**config.mk**
```make
export PLATFORM = sky130hd
export DESIGN_NAME = sdec_top
export DESIGN_NICKNAME = d
export VERILOG_FILES = /design/src/sdec_pkg.sv /design/src/sdec_top.sv
export SDC_FILE = /design/constraint.sdc
export NUM_CORES = 1
export LEC_CHECK = 0
export ABC_CLOCK_PERIOD_IN_PS = 9900
export BUFFER_PORTS_ARGS = -buffer_cell sky130_fd_sc_hd__buf_2
export CORE_AREA = 2 2 198 200
export CTS_CLUSTER_SIZE = 30
export DETAILED_ROUTE_END_ITERATION = 10
export DIE_AREA = 0 0 200 202
export PLACE_DENSITY_LB_ADDON = 0.3
export SYNTH_ARGS = -nofsm -noshare
export SYNTH_HDL_FRONTEND = slang
export SYNTH_SLANG_ARGS = --single-unit
```
**constraint.sdc**
```tcl
create_clock -name clk_i -period 9.9 [get_ports clk_i]
set_input_delay 1.98 -clock clk_i [delete_from_list [all_inputs] [get_ports clk_i]]
set_output_delay 1.98 -clock clk_i [all_outputs]
set_load 0.05 [all_outputs]
```
**src/sdec_pkg.sv**
```systemverilog
// Constants, types and reset values for the system address decoder
package sdec_pkg;
	localparam int AW = 32;
	localparam int DW = 32;
	localparam int SNW = 48;
	localparam logic [3:0]  REGION_PPB   = 4'he;
	localparam logic [31:0] ROM_LO_BASE  = 32'h0000_0000;
	localparam logic [31:0] ROM_HI_BASE  = 32'h1000_0000;
	localparam logic [31:0] ROM_SIZE     = 32'h0000_0800;
	localparam logic [31:0] FLASH_BASE   = 32'h1004_0000;
	localparam logic [31:0] FLASH_SIZE   = 32'h0002_8000;
	localparam logic [31:0] RAM0_BASE    = 32'h2000_0000;
	localparam logic [31:0] RAM1_BASE    = 32'h2000_3000;
	localparam logic [31:0] RAM_SIZE     = 32'h0000_3000;
	localparam logic [7:0]  APB_TOP      = 8'h40;
	localparam logic [3:0]  APB_RSV_A    = 4'h5;
	localparam logic [3:0]  APB_RSV_B    = 4'h6;
	localparam logic [19:0] RADIO_LINK   = 20'h48000;
	localparam logic [19:0] RADIO_CLK    = 20'h48100;
	localparam logic [19:0] DMA_PAGE     = 20'ha0000;
	localparam logic [19:0] RAND_PAGE    = 20'hb0000;
	localparam logic [31:0] KEY_REG_BASE = 32'hc000_0000;
	localparam logic [31:0] KEY_REG_SIZE = 32'h0000_0400;
	localparam logic [31:0] PKRAM_BASE   = 32'hc000_0400;
	localparam logic [31:0] PKRAM_SIZE   = 32'h0000_1000;
	localparam logic [11:0] PPB_MB       = 12'he00;
	localparam logic [7:0]  SLOT_OFF_0   = 8'h00;
	localparam logic [29:0] SN_WORD_LO   = 30'h0400_01fd;
	localparam logic [29:0] SN_WORD_HI   = 30'h0400_01fe;
	localparam logic [15:0] SN_PAD       = 16'haa55;
	localparam logic [2:0]  HSIZE_BYTE   = 3'h0;
	localparam logic [2:0]  HSIZE_HALF   = 3'h1;
	localparam logic [2:0]  HSIZE_WORD   = 3'h2;
	localparam int NTGT = 11;

	typedef enum logic [3:0] {
		T_NONE, T_ROM, T_FLASH, T_RAM0, T_RAM1, T_APB,
		T_DMA, T_RAND, T_KEY_REG, T_PKRAM, T_PPB
	} sdec_tgt_t;

	typedef enum logic [2:0] {P_IDLE, P_TGT, P_SN, P_ERR1, P_ERR2} sdec_phase_t;

	typedef struct packed {
		logic [AW-1:0] haddr;
		logic [1:0]    htrans;
		logic          hwrite;
		logic [2:0]    hsize;
	} sdec_req_t;

	typedef struct packed {
		logic [DW-1:0] hrdata;
		logic          hready;
		logic          hresp;
	} sdec_rsp_t;

	typedef struct packed {
		sdec_phase_t   phase;
		sdec_tgt_t     dtgt;
		logic [DW-1:0] sn_word;
	} sdec_state_t;

	localparam sdec_state_t STATE_RST = '{P_IDLE, T_NONE, '0};
endpackage : sdec_pkg

```
**src/sdec_top.sv**
```systemverilog
// System address decoder between the core bus master and its targets
`timescale 1ns/1ps
`default_nettype none
module sdec_top (
	input  wire logic                  clk_i,
	input  wire logic                  rst_n_i,
	input  wire sdec_pkg::sdec_req_t   req_i,
	input  wire logic [47:0]           serial_i,
	input  wire logic [31:0]           tgt_rdata_i [sdec_pkg::NTGT],
	input  wire logic [10:0]           tgt_ready_i,
	input  wire logic [10:0]           tgt_resp_i,
	output logic [10:0]                sel_o,
	output logic [3:0]                 byte_en_o,
	output sdec_pkg::sdec_rsp_t        rsp_o
);
	import sdec_pkg::*;

	sdec_state_t state_ff;
	sdec_state_t nxt_state;
	sdec_tgt_t   dec_tgt;
	logic        accept;
	logic        is_fast;
	logic        is_code;
	logic        sn_hit;
	logic        bad;
	logic [3:0]  be_half;

	function automatic logic in_win(input logic [31:0] a,
		input logic [31:0] base, input logic [31:0] size);
		in_win = (a >= base) && (a - base < size);
	endfunction : in_win

	// Region first, then window inside it; anything unmatched stays T_NONE
	always_comb begin
		dec_tgt = T_NONE;
		case (req_i.haddr[31:28])
			4'h0: begin
				if (in_win(req_i.haddr, ROM_LO_BASE, ROM_SIZE))
					dec_tgt = T_ROM;
			end
			4'h1: begin
				if (in_win(req_i.haddr, ROM_HI_BASE, ROM_SIZE))
					dec_tgt = T_ROM;
				else if (in_win(req_i.haddr, FLASH_BASE, FLASH_SIZE))
					dec_tgt = T_FLASH;
			end
			4'h2: begin
				// Above the second bank nothing answers
				if (in_win(req_i.haddr, RAM0_BASE, RAM_SIZE))
					dec_tgt = T_RAM0;
				else if (in_win(req_i.haddr, RAM1_BASE, RAM_SIZE))
					dec_tgt = T_RAM1;
			end
			4'h4: begin
				if (req_i.haddr[31:24] == APB_TOP &&
					req_i.haddr[19:12] == SLOT_OFF_0 &&
					req_i.haddr[23:20] != APB_RSV_A &&
					req_i.haddr[23:20] != APB_RSV_B)
					dec_tgt = T_APB;
				else if (req_i.haddr[31:12] == RADIO_LINK ||
					req_i.haddr[31:12] == RADIO_CLK)
					dec_tgt = T_APB;
			end
			4'ha: begin
				if (req_i.haddr[31:12] == DMA_PAGE)
					dec_tgt = T_DMA;
			end
			4'hb: begin
				if (req_i.haddr[31:12] == RAND_PAGE)
					dec_tgt = T_RAND;
			end
			4'hc: begin
				if (in_win(req_i.haddr, KEY_REG_BASE, KEY_REG_SIZE))
					dec_tgt = T_KEY_REG;
				else if (in_win(req_i.haddr, PKRAM_BASE, PKRAM_SIZE))
					dec_tgt = T_PKRAM;
			end
			REGION_PPB: begin
				if (req_i.haddr[31:20] == PPB_MB)
					dec_tgt = T_PPB;
			end
			default: dec_tgt = T_NONE;
		endcase
	end

	// Fast-bus targets have no byte lanes, so narrow accesses must fault
	assign is_fast = (dec_tgt == T_DMA) || (dec_tgt == T_RAND) ||
		(dec_tgt == T_KEY_REG) || (dec_tgt == T_PKRAM);
	assign is_code = (dec_tgt == T_ROM) || (dec_tgt == T_FLASH);
	assign sn_hit  = !req_i.hwrite && (req_i.haddr[31:2] == SN_WORD_LO ||
		req_i.haddr[31:2] == SN_WORD_HI);
	assign accept  = rsp_o.hready && req_i.htrans[1];
	assign bad     = (dec_tgt == T_NONE) ||
		(is_fast && req_i.hsize != HSIZE_WORD) ||
		(is_code && req_i.hwrite);

	// Target selects follow the address phase; an erroring access selects none
	generate
		for (genvar g = 0; g < NTGT; g++) begin : g_sel
			assign sel_o[g] = accept && !bad && !sn_hit &&
				(dec_tgt == sdec_tgt_t'(g));
		end
	endgenerate

	// Little-endian lanes: lane n carries the byte at address offset n
	always_comb begin
		be_half = req_i.haddr[1] ? 4'hc : 4'h3;
		case (req_i.hsize)
			HSIZE_BYTE: byte_en_o = 4'h1 << req_i.haddr[1:0];
			HSIZE_HALF: byte_en_o = be_half;
			default:    byte_en_o = 4'hf;
		endcase
	end

	always_comb begin
		nxt_state = state_ff;
		case (state_ff.phase)
			P_ERR1:  nxt_state.phase = P_ERR2;
			default: begin
				if (accept) begin
					nxt_state.dtgt = dec_tgt;
					if (bad)
						nxt_state.phase = P_ERR1;
					else if (sn_hit)
						nxt_state.phase = P_SN;
					else
						nxt_state.phase = P_TGT;
					// Serial bytes 0..3 low word; bytes 4,5 then the pad
					if (req_i.haddr[31:2] == SN_WORD_LO)
						nxt_state.sn_word = serial_i[31:0];
					else
						nxt_state.sn_word = {SN_PAD, serial_i[47:32]};
				end else if (rsp_o.hready) begin
					nxt_state.phase = P_IDLE;
					nxt_state.dtgt  = T_NONE;
				end
			end
		endcase
	end

	always_ff @(posedge clk_i) begin
		if (!rst_n_i)
			state_ff <= STATE_RST;
		else
			state_ff <= nxt_state;
	end

	// Two-cycle error: hold the master once, then release with the error
	always_comb begin
		rsp_o.hrdata = '0;
		rsp_o.hready = 1'b1;
		rsp_o.hresp  = 1'b0;
		case (state_ff.phase)
			P_TGT: begin
				rsp_o.hrdata = tgt_rdata_i[state_ff.dtgt];
				rsp_o.hready = tgt_ready_i[state_ff.dtgt];
				rsp_o.hresp  = tgt_resp_i[state_ff.dtgt];
			end
			P_SN:    rsp_o.hrdata = state_ff.sn_word;
			P_ERR1: begin
				rsp_o.hready = 1'b0;
				rsp_o.hresp  = 1'b1;
			end
			P_ERR2:  rsp_o.hresp  = 1'b1;
			default: rsp_o.hresp  = 1'b0;
		endcase
	end

	a_reserved_err: assert property (@(posedge clk_i) disable iff (!rst_n_i)
		accept && dec_tgt == T_NONE |=> !rsp_o.hready && rsp_o.hresp
		##1 rsp_o.hready && rsp_o.hresp)
		else $error("reserved access lacks two-cycle error");

	a_high_region: assert property (@(posedge clk_i) disable iff (!rst_n_i)
		accept && req_i.haddr[31:28] == 4'hf |-> sel_o == '0)
		else $error("top region selected a target");

	a_narrow_fast: assert property (@(posedge clk_i) disable iff (!rst_n_i)
		accept && req_i.haddr[31:12] == RAND_PAGE &&
		req_i.hsize != HSIZE_WORD |-> sel_o == '0 ##1 rsp_o.hresp)
		else $error("narrow fast-bus access not faulted");

	a_code_write: assert property (@(posedge clk_i) disable iff (!rst_n_i)
		accept && req_i.hwrite && req_i.haddr < ROM_SIZE
		|=> state_ff.phase == P_ERR1)
		else $error("boot ROM write not faulted");

	a_sel_onehot: assert property (@(posedge clk_i) disable iff (!rst_n_i)
		$onehot0(sel_o) && !sel_o[T_NONE])
		else $error("select not one-hot");

	a_ram_split: assert property (@(posedge clk_i) disable iff (!rst_n_i)
		accept && req_i.haddr == RAM1_BASE |-> sel_o[T_RAM1])
		else $error("second bank base not routed");

	a_ppb_route: assert property (@(posedge clk_i) disable iff (!rst_n_i)
		accept && req_i.haddr[31:20] == PPB_MB |-> sel_o[T_PPB])
		else $error("private span not routed");

	a_serial_pad: assert property (@(posedge clk_i) disable iff (!rst_n_i)
		accept && !req_i.hwrite && req_i.haddr[31:2] == SN_WORD_HI
		|=> rsp_o.hready && rsp_o.hrdata[31:16] == SN_PAD &&
		rsp_o.hrdata[15:0] == $past(serial_i[47:32]))
		else $error("serial high word wrong");

	a_apb_hole: assert property (@(posedge clk_i) disable iff (!rst_n_i)
		accept && req_i.haddr[31:20] == 12'h405 |-> !sel_o[T_APB])
		else $error("reserved bridge slot selected");

	a_byte_lane: assert property (@(posedge clk_i) disable iff (!rst_n_i)
		req_i.hsize == HSIZE_BYTE && req_i.haddr[1:0] == 2'h3
		|-> byte_en_o == 4'h8)
		else $error("little-endian lane wrong");

	a_half_lane: assert property (@(posedge clk_i) disable iff (!rst_n_i)
		req_i.hsize == HSIZE_HALF && req_i.haddr[1]
		|-> byte_en_o == 4'hc)
		else $error("upper half lanes wrong");

	a_word_lane: assert property (@(posedge clk_i) disable iff (!rst_n_i)
		req_i.hsize == HSIZE_WORD
		|-> byte_en_o == 4'hf)
		else $error("word lanes wrong");

	a_rom_hi_route: assert property (@(posedge clk_i) disable iff (!rst_n_i)
		accept && !req_i.hwrite && req_i.haddr == ROM_HI_BASE
		|-> sel_o[T_ROM])
		else $error("upper boot copy not routed");

	a_flash_route: assert property (@(posedge clk_i) disable iff (!rst_n_i)
		accept && !req_i.hwrite && req_i.haddr == FLASH_BASE
		|-> sel_o[T_FLASH])
		else $error("flash base not routed");

	a_flash_write: assert property (@(posedge clk_i) disable iff (!rst_n_i)
		accept && req_i.hwrite && req_i.haddr == FLASH_BASE
		|-> sel_o == '0 ##1 !rsp_o.hready && rsp_o.hresp)
		else $error("flash write not faulted");

	a_ram0_route: assert property (@(posedge clk_i) disable iff (!rst_n_i)
		accept && req_i.haddr == RAM0_BASE
		|-> sel_o[T_RAM0])
		else $error("first bank base not routed");

	a_ram_hole: assert property (@(posedge clk_i) disable iff (!rst_n_i)
		accept && req_i.haddr[31:28] == 4'h2 &&
		req_i.haddr >= RAM1_BASE + RAM_SIZE |-> sel_o == '0)
		else $error("space above the banks selected");

	a_radio_link: assert property (@(posedge clk_i) disable iff (!rst_n_i)
		accept && req_i.haddr[31:12] == RADIO_LINK
		|-> sel_o[T_APB])
		else $error("radio link window not routed");

	a_radio_clock: assert property (@(posedge clk_i) disable iff (!rst_n_i)
		accept && req_i.haddr[31:12] == RADIO_CLK
		|-> sel_o[T_APB])
		else $error("radio clock window not routed");

	a_dma_route: assert property (@(posedge clk_i) disable iff (!rst_n_i)
		accept && req_i.haddr[31:12] == DMA_PAGE &&
		req_i.hsize == HSIZE_WORD |-> sel_o[T_DMA])
		else $error("dma page not routed");

	a_rand_route: assert property (@(posedge clk_i) disable iff (!rst_n_i)
		accept && req_i.haddr[31:12] == RAND_PAGE &&
		req_i.hsize == HSIZE_WORD |-> sel_o[T_RAND])
		else $error("random source not routed");

	a_work_ram: assert property (@(posedge clk_i) disable iff (!rst_n_i)
		accept && req_i.haddr == PKRAM_BASE &&
		req_i.hsize == HSIZE_WORD |-> sel_o[T_PKRAM])
		else $error("key work ram not routed");

	a_fast_direct: assert property (@(posedge clk_i) disable iff (!rst_n_i)
		accept && req_i.haddr[31:28] inside {4'ha, 4'hb, 4'hc}
		|-> !sel_o[T_APB])
		else $error("fast-bus address sent to bridge");

	a_slot_hole: assert property (@(posedge clk_i) disable iff (!rst_n_i)
		accept && req_i.haddr[31:20] == {APB_TOP, APB_RSV_B}
		|-> !sel_o[T_APB])
		else $error("second reserved slot selected");

	a_slot_41: assert property (@(posedge clk_i) disable iff (!rst_n_i)
		accept && req_i.haddr[31:12] == 20'h41000
		|-> sel_o == '0)
		else $error("reserved slot above bridge selected");

	a_serial_low: assert property (@(posedge clk_i) disable iff (!rst_n_i)
		accept && !req_i.hwrite && req_i.haddr[31:2] == SN_WORD_LO
		|=> rsp_o.hrdata == $past(serial_i[31:0]))
		else $error("serial low word wrong");

	a_ppb_above: assert property (@(posedge clk_i) disable iff (!rst_n_i)
		accept && req_i.haddr[31:28] == REGION_PPB &&
		req_i.haddr[31:20] != PPB_MB |-> sel_o == '0)
		else $error("space above private span selected");

	a_empty_region: assert property (@(posedge clk_i) disable iff (!rst_n_i)
		accept && req_i.haddr[31:28] == 4'h3
		|-> sel_o == '0)
		else $error("empty region selected");
endmodule : sdec_top
`default_nettype wire

```
Yosys cells after proc, flatten, opt, wreduce, memory -nomap -nowiden
Cells that the tools add are included.
W data, S select, Z words.
- add/sub/neg operators: 6
- order comparisons: 16
- equal/unequal tests: 33
- shift-type cells: 1
- muxes and demuxes: 31
- bitwise operators: 3
- reduce and logical (&&, ||, !) cells: 48
- operator list (kind ; number):
    $bmux W32 S4 ; 1
    $mux W32 ; 3
    $ge A32 B29 Y1 const B ; 2
    $ge A32 B30 Y1 const B ; 2
    $ge A32 B32 Y1 const B ; 2
    $lt A32 B12 Y1 const B ; 2
    $lt A32 B14 Y1 const B ; 2
    $pmux W32 S2 ; 1
    $sub A32 B29 Y32 const B ; 2
    $sub A32 B30 Y32 const B ; 2
    $sub A32 B32 Y32 const B ; 2
    $eq A30 B27 Y1 const B ; 2
    $eq A20 B19 Y1 const B ; 2
    $eq A20 B20 Y1 const B ; 2
    $ge A32 B1 Y1 const B ; 1
    $lt A32 B11 Y1 const B ; 1
    $lt A32 B13 Y1 const B ; 1
    $lt A32 B18 Y1 const B ; 1
    $pmux W4 S8 ; 1
    $eq A4 B4 Y1 const B ; 7
    $logic_and A1 B1 Y1 ; 27
    $mux W3 ; 7
    $eq A4 B3 Y1 const B ; 5
    $mux W4 ; 4
    other kinds (29) ; 56
- register bits: 39
- bits of input ports: 462
- output and inout port bits: 49
- logic and storage cells: 142

Longest topological paths before layout
Gate-level depths: netlist (run 1).
- word-level depth: 17
- gate-level depth with buffers: 12
- depth with buffers taken out: 9

Worst setup path before layout (run 1)
OpenSTA, ideal clock, no wires.
- kind: input port to output port
- start: input port req_i[29] in the netlist's numbering
- end: output port sel_o[7]
- data arrival time: 6.197 ns
- data required time: 7.920 ns
- setup slack: 1.723 ns
- cell stages on the path: 7
- buffers on the path: 2
- path through: buf_6 or4_4 or4_1 buf_2 or2_2 and3_2 a2111oi_0
- word-level cells in the longest chain between the ends: 17
- elaborated cells between the ends (all ways): 74
- classes of those cells: add/sub: 6; order compare: 14; eq/ne: 15; mux: 13; reduce/logical: 26
- RTL lines (what ; RTL line ; text):
    start, declared ; sdec_top.sv:7 ; input wire sdec_pkg::sdec_req_t req_i,
    $sub A32 B32 Y32 (tied with other cells) ; sdec_top.sv:30 ; in_win = (a >= base) && (a - base < size);
    $lt A32 B13 Y1 (tied with other cells) ; sdec_top.sv:30 ;
    $logic_and A1 B1 Y1 ; sdec_top.sv:30 ;
    $mux W4 (tied with other cells) ; sdec_top.sv:75 ; else if (in_win(req_i.haddr, PKRAM_BASE, PKRAM_SIZE))
    $mux W4 (tied with other cells) ; sdec_top.sv:73 ; if (in_win(req_i.haddr, KEY_REG_BASE, KEY_REG_SIZE))
    $pmux W4 S8 ; sdec_top.sv:36 ; case (req_i.haddr[31:28])
    $eq A4 B3 Y1, on equally long branches ; sdec_top.sv:87, sdec_top.sv:101 ;
    $logic_or A1 B1 Y1 (2 in a row) ; sdec_top.sv:87 ; assign is_fast = (dec_tgt == T_DMA) || (dec_tgt == T_RAND) ||
    $logic_or A1 B1 Y1 ; sdec_top.sv:88 ; (dec_tgt == T_KEY_REG) || (dec_tgt == T_PKRAM);
    $logic_and A1 B1 Y1 ; sdec_top.sv:94 ; (is_fast && req_i.hsize != HSIZE_WORD) ||
    $logic_or A1 B1 Y1 ; sdec_top.sv:93 ; assign bad = (dec_tgt == T_NONE) ||
    $logic_or A1 B1 Y1 ; sdec_top.sv:94 ;
    $logic_not A1 Y1 ; sdec_top.sv:100 ; assign sel_o[g] = accept && !bad && !sn_hit &&
    $logic_and A1 B1 Y1 (2 in a row) ; sdec_top.sv:100 ;
    $logic_and A1 B1 Y1 (*) ; sdec_top.sv:100 ;
    end, declared ; sdec_top.sv:12 ; output logic [10:0] sel_o,
Every way passes the cells marked *; elsewhere a longest branch is shown, timed or not.

Worst setup path in the final report (run 1)
- start: input port tgt_ready_i[5]
- end: output port sel_o[7]
- word-level cells in the longest chain between the ends: 7
- RTL lines (what ; RTL line ; text):
    start, declared ; sdec_top.sv:10 ; input wire logic [10:0] tgt_ready_i,
    $bmux W1 S4 ; sdec_top.sv:156 ; rsp_o.hready = tgt_ready_i[state_ff.dtgt];
    $mux W1 (not written as such) ; sdec_top.sv:156 ;
    $pmux W1 S2 ; sdec_top.sv:153 ; case (state_ff.phase)
    $logic_and A1 B1 Y1 ; sdec_top.sv:92 ; assign accept = rsp_o.hready && req_i.htrans[1];
    $logic_and A1 B1 Y1 (3 in a row) ; sdec_top.sv:100 ;
No other way between the ends. The select of a mux whose other input is x is not followed.

==> results by group, run 1 <==
Power and ir drop
  – Peak supply drop: 0.0647 mV
  – Static leakage: 3.81 nW
  – Power per cell area: 71.2 mW/mm^2

Placement
  – IO buf count: 508
  – GP Congestion: 0.866
  – Detailed Place HPWL: 30300 um
  – # placed instances: 1638

Cells and area
  – Most frequent cells in the layout: 508 x buf_2, 84 x nor2_1, 68 x mux2i_1, 68 x mux4_2, 60 x nand2_1
  – Largest Register: state_ff
  – Largest regs: state_ff: 39 flops
  – Nets@finish: 1594
  – Area of the multi-input gates: 0.00471 mm^2
  – Storage element area: 791 um^2
  – FILL cells: 4288
  – Layout Cells excl Fill: 1654
  – Most common cell after layout, fill and taps aside: buf_2
  – Share of cells above drive strength 1: 54.6%
  – Area grow syn2layout: 54.1%
  – Max reg flops: 39

Yosys
  – Post-synthesis sequential area ratio: 13.4%
  – Share of Yosys cell area claimed by the top area cell type: 26.3%
  – EDFF count, synth: 0
  – Async set or reset register ratio after synthesis: 0%
  – Area leader, netlist: mux4_2
  – Primary FF master, synth: dfxtp_1
  – Area contributors post-synth: mux4_2 26%, dfxtp_1 13%, mux2i_1 12%
  – #FFs+latches synth: 39
  – Mean cell area of the mapped netlist: 8.62 um^2
  – Gate Count Post-Synth: 674
  – Syn. warnings: 0
  – Netlist Area Pre-Place: 0.00581 mm^2
  – Syn Nets: 1141
  – Yosys cell types: 69

Clocking
  – Clk slew on worst S/H paths: 0.07 ns
  – Post-CTS Setup Inserts: 0
  – CTS tree: done
  – Post_cts resized: 0
  – Clk sink count: 39
  – # hold bufs at CTS: 0
  – Clock tree root buffer cell: clkbuf_16
  – H-Tree Depth: 2
  – Cts bufs inserted: 5
  – Clk buf depth: 2
  – Worst skew pair latency: 0.29 ns

Die
  – DIE WIDTH: 200 um
  – I/O pin cnt: 511
  – Die Y: 202 um
  – Die area: 0.0404 mm^2
  – Starting Density: 15.2%
  – Total core area: 0.0383 mm^2
  – Row Count: 72

Timing
  – Max Slew Vio Count: 0
  – Relative slew margins: 30.6%
  – Final setup skew: 0.00745 ns
  – # setup viols final: 0
  – Final Hold Violating Endpoints: 0
  – Peak Freq: 137 MHz
  – RSZ-0062 raised after global routing: false
  – Final worst-path cycle share: 73.9%
  – Tmin final: 7.31 ns
  – Setup TNS: 0 ns
  – Worst Tran Pin Value: 1.04 ns

Global route
  – Pin count of the biggest net entering global routing: 56
  – First-pass GRT wire length: 49300 um
  – GRT Resource Usage Total: 16.8%
  – Initial antenna violation count: 17
  – Congestion Overflow GR: 0
  – Vias in the first global route: 7432

Route
  – Drt initial violations: 390
  – Final ANT Viol Nets: 0
  – First-pass DRT Iterations: 6
  – Via count: 7608
  – Routed WL: 36300 um
  – Avg WL per Cell: 22.0 um
  – Remaining DRCs: 0
  – Vias per std cell: 4.60

Outcome
  – Status: completed

Critical path
  – Crit path kind: in2out
  – Required time of the critical path: 7.92 ns
  – Crit Path Max Fanout: 52
  – Crit path arrival time: 5.33 ns
  – Nature of the critical path endpoint: primary output
  – Setup crit start kind: primary input

Worst hold path
  – Worst min-delay path class: reg2reg

Job
  – Max-cap violation count: 0
## Yosys cell counts, drive strengths merged (4+ instances only)
cell type and n:
inv 11, nor2 85, nor4 7, nor3b 8, a311oi 16, nand2b 5, mux2i 68, o31ai 4
a21oi 36, dfxtp 39, o21ai 8, nor3 20, or4 6, nand2 60, clkbuf 49, o22ai 33
ha 5, nand4 10, a22o 33, mux4 68, and3 4, buf 19, o211ai 4, nor2b 5
nand3 16, a21boi 11
## area by class of cell
cell class,instances,area share (%)
diodes,8,0.224
clock buffers,5,1.40
clock inverters,3,0.279
inverters,11,0.461
multi-input cells,555,52.6
flip-flops and latches,39,8.83
well taps,518,7.24
repair buffers,515,29.0
## cells by family after synthesis
kind of cell,share of synthesized area [%]
DFF,13.4
xor gates and xnor gates,0.301
adders and majority gates,1.08
and+or+nand+nor,20.3
muxes,38.2
AOI/OAI and AO/OA,20.7
other,0.0645
buffers and inverters,5.94
## through the flow
stage / area (um^2) / hold WS, ns / worst slack, ns / util [%] / total power [mW]
2_1_floorplan: 5810 / 0.441 / 1.72 / - / 0.325
3_3_place_gp: 8790 / 0.453 / 2.45 / 22.9 / 0.474
3_5_place_dp: 8790 / 0.465 / 2.45 / 22.9 / 0.477
4_1_cts: 8940 / 0.474 / 2.46 / 23.3 / 0.648
5_1_grt: 8950 / 0.484 / 2.18 / 23.4 / 0.674
6_report: 8960 / 0.468 / 2.59 / 23.4 / 0.637
## worst paths after layout
path	start	to	slack, ns	depth (start not counted)
setup / recovery	tgt_ready_i[5]	sel_o[7]	2.59	10
hold / removal	state_ff[17]$_SDFFE_PN0P_	state_ff[17]$_SDFFE_PN0P_	0.47	2
setup reg to reg	state_ff[32]$_SDFFE_PN0P_	state_ff[36]$_SDFFE_PP0P_	6.05	9
hold reg to reg	state_ff[17]$_SDFFE_PN0P_	state_ff[17]$_SDFFE_PN0P_	0.47	2
## layer usage
metal | up-vias | share of wire, % | global-route usage [%]
li1 | 3565 | - | -
met1 | 3688 | 44 | 22.2
met4 | 14 | 1.1 | 4.44
met2 | 306 | 47 | 27.6
met5 | - | 0.21 | 0
met3 | 35 | 7.3 | 3.64
## power by group
| part | switching, mW | total, mW | internal, mW | leakage (nW) |
|---|---|---|---|---|
| sequential | 0.0123 | 0.179 | 0.166 | 0.324 |
| combinational | 0.163 | 0.291 | 0.128 | 3.41 |
| clock | 0.0729 | 0.167 | 0.0943 | 0.0700 |
| total | 0.249 | 0.637 | 0.389 | 3.81 |
## worst max-delay path: stages
cell       delay (ns)
buf_2            0.07
mux4_2           0.21
mux2i_1          0.08
o2bb2ai_1        0.34
a21oi_1          0.22
inv_1            0.19
and2_2           0.82
nand3_1          0.39
a2111oi_0        0.62
buf_2            0.38
(Power assumes the default switching activity.)
==> run 2: changes to the inputs <==
Settings changed: ABC_CLOCK_PERIOD_IN_PS 9900 to 6200, CORE_AREA 2 2 198 200 to 2 2 201 203, DIE_AREA 0 0 200 202 to 0 0 203 205.
Clock period 9.9 ns to 6.2 ns, I/O delays scaled along.
==> run 2 against run 1 <==
Compared with the run above: design area is 0.68% higher; clock power increased by 61%; sequential power up 58%; die area up 3.0%; final cell count is 0.85% higher; critical path type unchanged; critical endpoint is now sel_o[1].
==> results by group, run 2 (synthesis results as in run 1) <==
Cells and area
  – Storage element area: 791 um^2 (unchanged)
  – Area of the multi-input gates: 0.00471 mm^2 (about the same)
  – Largest Register: state_ff
  – Share of cells above drive strength 1: 54.9% (+0.28 points)
  – Core Util, Final: 22.9% (-0.49 points)
  – Largest regs: state_ff: 39 flops
  – Most frequent cells in the layout: 508 x buf_2, 84 x nor2_1, 68 x mux2i_1, 68 x mux4_2, 60 x nand2_1
  – Max reg flops: 39 (unchanged)
  – Nets@finish: 1601 (+0.44%)
  – Most common cell after layout, fill and taps aside: buf_2
  – Area grow syn2layout: 55.1%
  – FILL cells: 4489 (+4.7%)

Route
  – Vias per std cell: 4.66 (+1.3%)
  – Via count: 7775 (+2.2%)
  – Avg WL per Cell: 22.3 um (+1.5%)
  – Drt initial violations: 513 (+32%)
  – Final ANT Viol Nets: 0 (unchanged)
  – Routed WL: 37200 um (+2.3%)
  – Remaining DRCs: 0 (unchanged)
  – First-pass DRT Iterations: 5 (-1)

Critical path
  – Required time of the critical path: 4.96 ns (-2.96 ns)
  – Cells along the critical path: buf_2, or4_4, or4_1, or4_4, and3_4, a22oi_4, nor3_2, nor3_1, buf_2
  – Crit path depth: 9 (-1)
  – R2R Path End: state_ff[36]$_SDFFE_PP0P_
  – Flop2flop setup slack: 2.81 ns (-3.24 ns)
  – Worst r2r path cells: 9 (unchanged)
  – Delay-heaviest family, CP: simple AND/OR/NAND/NOR gates
  – Setup crit start kind: primary input
  – Nature of the critical path endpoint: primary output
  – Crit path kind: in2out
  – Crit path arrival time: 4.11 ns (-1.22 ns)
  – Reg-to-Reg Start: state_ff[33]$_SDFFE_PN0P_
  – CP max stage delay: 0.63 ns (-0.19 ns)
  – Crit path buffers/inverters: 2 (-1)
  – Slowest-stage cell, CP: or4_1
  – Crit Path Max Fanout: 7 (-87%)

Clocking
  – CTS tree: done
  – Clk buf depth: 2 (unchanged)
  – H-Tree Depth: 2 (unchanged)
  – Post_cts resized: 0 (unchanged)
  – Post-CTS Setup Inserts: 0 (unchanged)
  – Cts bufs inserted: 5 (unchanged)
  – # hold bufs at CTS: 0 (unchanged)
  – Worst skew pair latency: 0.29 ns (about the same)
  – Clock tree root buffer cell: clkbuf_16
  – Clk sink count: 39 (unchanged)
  – Clk slew on worst S/H paths: 0.06 ns (about the same)

Placement
  – IO buf count: 508 (unchanged)
  – GP Congestion: 0.870 (+0.42%)
  – Detailed Place HPWL: 31200 um (+2.9%)

Outcome
  – Status: completed

Die
  – I/O pin cnt: 511 (unchanged)
  – Row Count: 73 (+1.4%)
  – Total core area: 0.0394 mm^2 (+2.8%)
  – Die Y: 205 um (+1.5%)
  – Starting Density: 14.8% (-0.42 points)
  – DIE WIDTH: 203 um (+1.5%)
  – Die area: 0.0416 mm^2 (+3.0%)

Global route
  – Met1 Usage GRT: 22.4% (+0.24 points)
  – Busiest grt layer: met2
  – Pin count of the biggest net entering global routing: 63 (+13%)
  – GRT Resource Usage Total: 16.6% (-0.25 points)
  – M3 GR Usage: 3.32% (-0.31 points)
  – First-pass GRT wire length: 50400 um (+2.2%)
  – Met2 Usage GRT: 26.9% (-0.71 points)
  – Initial antenna violation count: 16 (-1)
  – Vias in the first global route: 7586 (+2.1%)
  – Congestion Overflow GR: 0 (unchanged)

Timing
  – Relative slew margins: 33.6% (+3.0 points)
  – Final setup skew: 0.0108 ns (+0.00339 ns)
  – Peak Freq: 187 MHz
  – Final worst-path cycle share: 86.3%
  – Tmin final: 5.35 ns
  – RSZ-0062 raised after global routing: false
  – Setup TNS: 0 ns (unchanged)
  – # setup viols final: 0 (unchanged)
  – Worst Tran Pin Value: 0.996 ns (-0.0422 ns)
  – Final Hold Violating Endpoints: 0 (unchanged)
  – Final hold slack: 0.462 ns (-0.00607 ns)
  – Max Slew Vio Count: 0 (unchanged)

Worst hold path
  – Worst hold start: state_ff[26]$_SDFFE_PN0P_
  – Hold endpoint: state_ff[26]$_SDFFE_PN0P_
  – Hold path depth: 2 (unchanged)
  – Worst min-delay path class: reg2reg

Power and ir drop
  – Peak supply drop: 0.0933 mV (+44%)
  – Static leakage: 3.84 nW (+0.80%)
  – Power per cell area: 113 mW/mm^2 (+59%)

Job
  – Max-cap violation count: 0 (unchanged)
[run 2: changes by cell type in the layout (fill, tap and decap cells not counted)]
cell	delta
a2111oi_1	+1
clkinv_4	-2
inv_6	+1
a2111oi_0	-1
buf_4	+7
clkinvlp_4	+1
[run 2: how the worst max path moves through the flow]
stage	start	to	slack (ns)
4_1_cts	req_i[25]	sel_o[1]	0.83
5_1_grt	req_i[25]	sel_o[1]	0.75
3_3_place_gp	req_i[25]	sel_o[1]	0.80
3_5_place_dp	req_i[25]	sel_o[1]	0.83
2_1_floorplan	req_i[29]	sel_o[7]	0.16
6_report	req_i[25]	sel_o[1]	0.85
[run 2: report_power, final]
part / internal, mW / switching [mW]
sequential: 0.266 / 0.0167
combinational: 0.206 / 0.266
clock: 0.151 / 0.118
total: 0.623 / 0.401
[run 2: per-stage QoR]
stage | instance area [um^2] | worst slack [ns] | total power [mW] | cells
after floorplan | 5810 | 0.161 | 0.519 | 674
after global placement | 8850 | 0.802 | 0.759 | 1652
after detailed placement | 8850 | 0.828 | 0.762 | 1652
after CTS | 9000 | 0.829 | 1.04 | 1660
after global routing | 9020 | 0.750 | 1.08 | 1668
final | 9020 | 0.847 | 1.02 | 1668
[run 2: cell type report]
type | count | area share (%)
sequential | 39 | 8.77
clock buffer | 5 | 1.39
antenna | 8 | 0.222
clock inverter | 3 | 0.264
timing repair buffer | 522 | 29.4
multi-input combinational | 555 | 52.3
tap | 525 | 7.28
inverter | 11 | 0.458
[run 2: layer usage]
| metal | share of wire (%) | up-vias | wire, um |
|---|---|---|---|
| met5 | 0.16 | - | 61 |
| met3 | 7.8 | 43 | 2890 |
| met2 | 47 | 402 | 17500 |
| li1 | - | 3571 | - |
| met1 | 43 | 3749 | 16100 |
| met4 | 1.5 | 10 | 560 |
[run 2: worst register-to-register path: stages, from the launching register on]
cell       delay (ns)
dfxtp_4          0.93
mux4_2           0.46
mux2i_1          0.18
o2bb2ai_1        0.15
a21oi_1          0.36
inv_1            0.18
and2_2           0.24
buf_4            0.28
and4_2           0.32
a22o_1           0.18
==> run 3: changes to the inputs <==
Settings changed: ABC_CLOCK_PERIOD_IN_PS 6200 to 5950, CORE_AREA 2 2 201 203 to 2 2 199 201, DIE_AREA 0 0 203 205 to 0 0 201 203, REMOVE_ABC_BUFFERS set to 1.
Clock period 6.2 ns to 5.95 ns, I/O delays scaled along.
==> run 3 against run 2 <==
Compared with the run above: final cell count decreased by 0.72%; critical path depth shrank 2; largest power group unchanged; first-iteration DRC count shrank 6.2%; clock skew fell by 0.0050 ns.
==> results by group, run 3 (synthesis results as in run 1) <==
Outcome
  – Status: completed

Clocking
  – Worst skew pair latency: 0.29 ns (about the same)
  – H-Tree Depth: 2 (unchanged)
  – Clk slew on worst S/H paths: 0.06 ns (about the same)
  – CTS tree: done
  – Cts bufs inserted: 5 (unchanged)
  – Clock tree root buffer cell: clkbuf_16
  – Clk buf depth: 2 (unchanged)
  – # hold bufs at CTS: 0 (unchanged)
  – Post-CTS Setup Inserts: 0 (unchanged)
  – Post_cts resized: 0 (unchanged)
  – Clk sink count: 39 (unchanged)

Global route
  – First-pass GRT wire length: 47200 um (-6.3%)
  – Initial antenna violation count: 9 (-7)
  – Pin count of the biggest net entering global routing: 58 (-7.9%)
  – GRT Resource Usage Total: 15.2% (-1.4 points)
  – Vias in the first global route: 7733 (+1.9%)
  – Congestion Overflow GR: 0 (unchanged)

Critical path
  – Worst r2r path cells: 9 (unchanged)
  – Delay-heaviest family, CP: simple AND/OR/NAND/NOR gates
  – CP max stage delay: 0.62 ns (about the same)
  – Flop2flop setup slack: 2.60 ns (-0.21 ns)
  – Crit path kind: in2out
  – Required time of the critical path: 4.76 ns (-0.20 ns)
  – Cells along the critical path: buf_2, or4_4, or4_1, or2_2, and3_2, a2111oi_0, buf_2
  – Nature of the critical path endpoint: primary output
  – Crit path arrival time: 4.08 ns (-0.03 ns)
  – Setup crit start kind: primary input
  – Slowest-stage cell, CP: or4_1
  – R2R Path End: state_ff[36]$_SDFFE_PP0P_
  – Reg-to-Reg Start: state_ff[32]$_SDFFE_PN0P_
  – Crit path buffers/inverters: 2 (unchanged)
  – Most common cell on crit path: buf_2
  – Crit Path Max Fanout: 7 (unchanged)

Route
  – Vias per std cell: 4.59 (-1.5%)
  – Via count: 7603 (-2.2%)
  – Remaining DRCs: 0 (unchanged)
  – Drt initial violations: 481 (-6.2%)
  – Routed WL: 32700 um (-12%)
  – First-pass DRT Iterations: 4 (-1)
  – Avg WL per Cell: 19.8 um (-11%)
  – Final ANT Viol Nets: 0 (unchanged)

Timing
  – Max Slew Vio Count: 0 (unchanged)
  – Final hold slack: 0.465 ns (+0.00369 ns)
  – Relative slew margins: 29.7% (-3.9 points)
  – Final setup skew: 0.00580 ns (-0.00503 ns)
  – Final worst slack: 0.676 ns (-0.171 ns)
  – Worst Tran Pin Value: 1.05 ns (+0.0582 ns)
  – Final worst-path cycle share: 88.6%
  – Tmin final: 5.27 ns
  – Final Hold Violating Endpoints: 0 (unchanged)
  – RSZ-0062 raised after global routing: false
  – # setup viols final: 0 (unchanged)
  – Peak Freq: 190 MHz

Job
  – Max-cap violation count: 0 (unchanged)

Worst hold path
  – Hold path depth: 2 (unchanged)
  – Worst hold start: state_ff[24]$_SDFFE_PN0P_
  – Worst min-delay path class: reg2reg
  – Hold endpoint: state_ff[24]$_SDFFE_PN0P_

Cells and area
  – Max reg flops: 39 (unchanged)
  – Area grow syn2layout: 55.2% (about the same)
  – Post-route cell area: 0.00902 mm^2 (about the same)
  – Share of cells above drive strength 1: 55.0% (+0.088 points)
  – Most common cell after layout, fill and taps aside: buf_2
  – Nets@finish: 1601 (unchanged)
  – Most frequent cells in the layout: 508 x buf_2, 84 x nor2_1, 68 x mux2i_1, 68 x mux4_2, 60 x nand2_1
  – Largest Register: state_ff
  – FILL cells: 4327 (-3.6%)
  – Largest regs: state_ff: 39 flops

Die
  – Total core area: 0.0385 mm^2 (-2.3%)
  – Die Y: 203 um (-0.98%)
  – Row Count: 72 (-1.4%)
  – I/O pin cnt: 511 (unchanged)
  – Starting Density: 15.1% (+0.35 points)
  – DIE WIDTH: 201 um (-0.99%)
  – Die area: 0.0408 mm^2 (-2.0%)

Power and ir drop
  – Power per cell area: 123 mW/mm^2 (+8.1%)
  – Static leakage: 3.86 nW (+0.49%)
  – Peak supply drop: 0.0865 mV (-7.3%)

Placement
  – IO buf count: 508 (unchanged)
  – Place WS: 0.724 ns (-0.105 ns)
  – Detailed Place HPWL: 26300 um (-16%)
  – GP Congestion: 0.861 (-1.0%)
  – Area post-placement: 0.00884 mm^2 (about the same)
==> run 3: worst max-delay path by stage <==
stage,start,to,cells past startpoint
5_1_grt,req_i[25],sel_o[7],7
3_5_place_dp,req_i[25],sel_o[1],9
4_1_cts,req_i[25],sel_o[1],9
2_1_floorplan,state_ff[32]$_SDFFE_PN0P_,sel_o[7],8
6_report,req_i[25],sel_o[7],7
3_3_place_gp,req_i[25],sel_o[7],7
==> run 3: per-stage QoR <==
| step | total power, mW | utilization [%] | cells | setup TNS, ns |
|---|---|---|---|---|
| after floorplan | 0.529 | - | 605 | -94.20 |
| after global placement | 0.770 | 23.0 | 1645 | 0 |
| after detailed placement | 0.777 | 23.0 | 1645 | 0 |
| after CTS | 1.14 | 23.4 | 1653 | 0 |
| after global routing | 1.18 | 23.4 | 1655 | 0 |
| final | 1.11 | 23.5 | 1656 | 0 |
==> run 3: layer usage <==
layer / vias to the layer above / global-route usage [%] / routed length (um)
met5: - / 0 / 41
met3: 48 / 3.72 / 2310
li1: 3572 / - / -
met4: 6 / 4.18 / 787
met1: 3608 / 17.5 / 12700
met2: 369 / 27.7 / 16900
==> run 3: cell type report <==
type	count	area, um^2	area share, %
sequential	39	791	8.77
inverter	11	41.3	0.458
clock inverter	2	35.0	0.388
tap	518	648	7.18
clock buffer	6	139	1.54
multi-input combinational	555	4710	52.2
timing repair buffer	522	2650	29.3
antenna	3	7.51	0.0832
==> run 3: worst min-delay path, cell delays in order, from the launching register on <==
cell and delay (ns):
dfxtp_1 0.31, nand2_1 0.05, a21boi_0 0.06
==> run 3: power breakdown <==
group	leakage, nW	switching, mW	internal, mW
clock	0.0869	0.128	0.209
sequential	0.324	0.00985	0.277
combinational	3.45	0.267	0.216
total	3.86	0.405	0.702
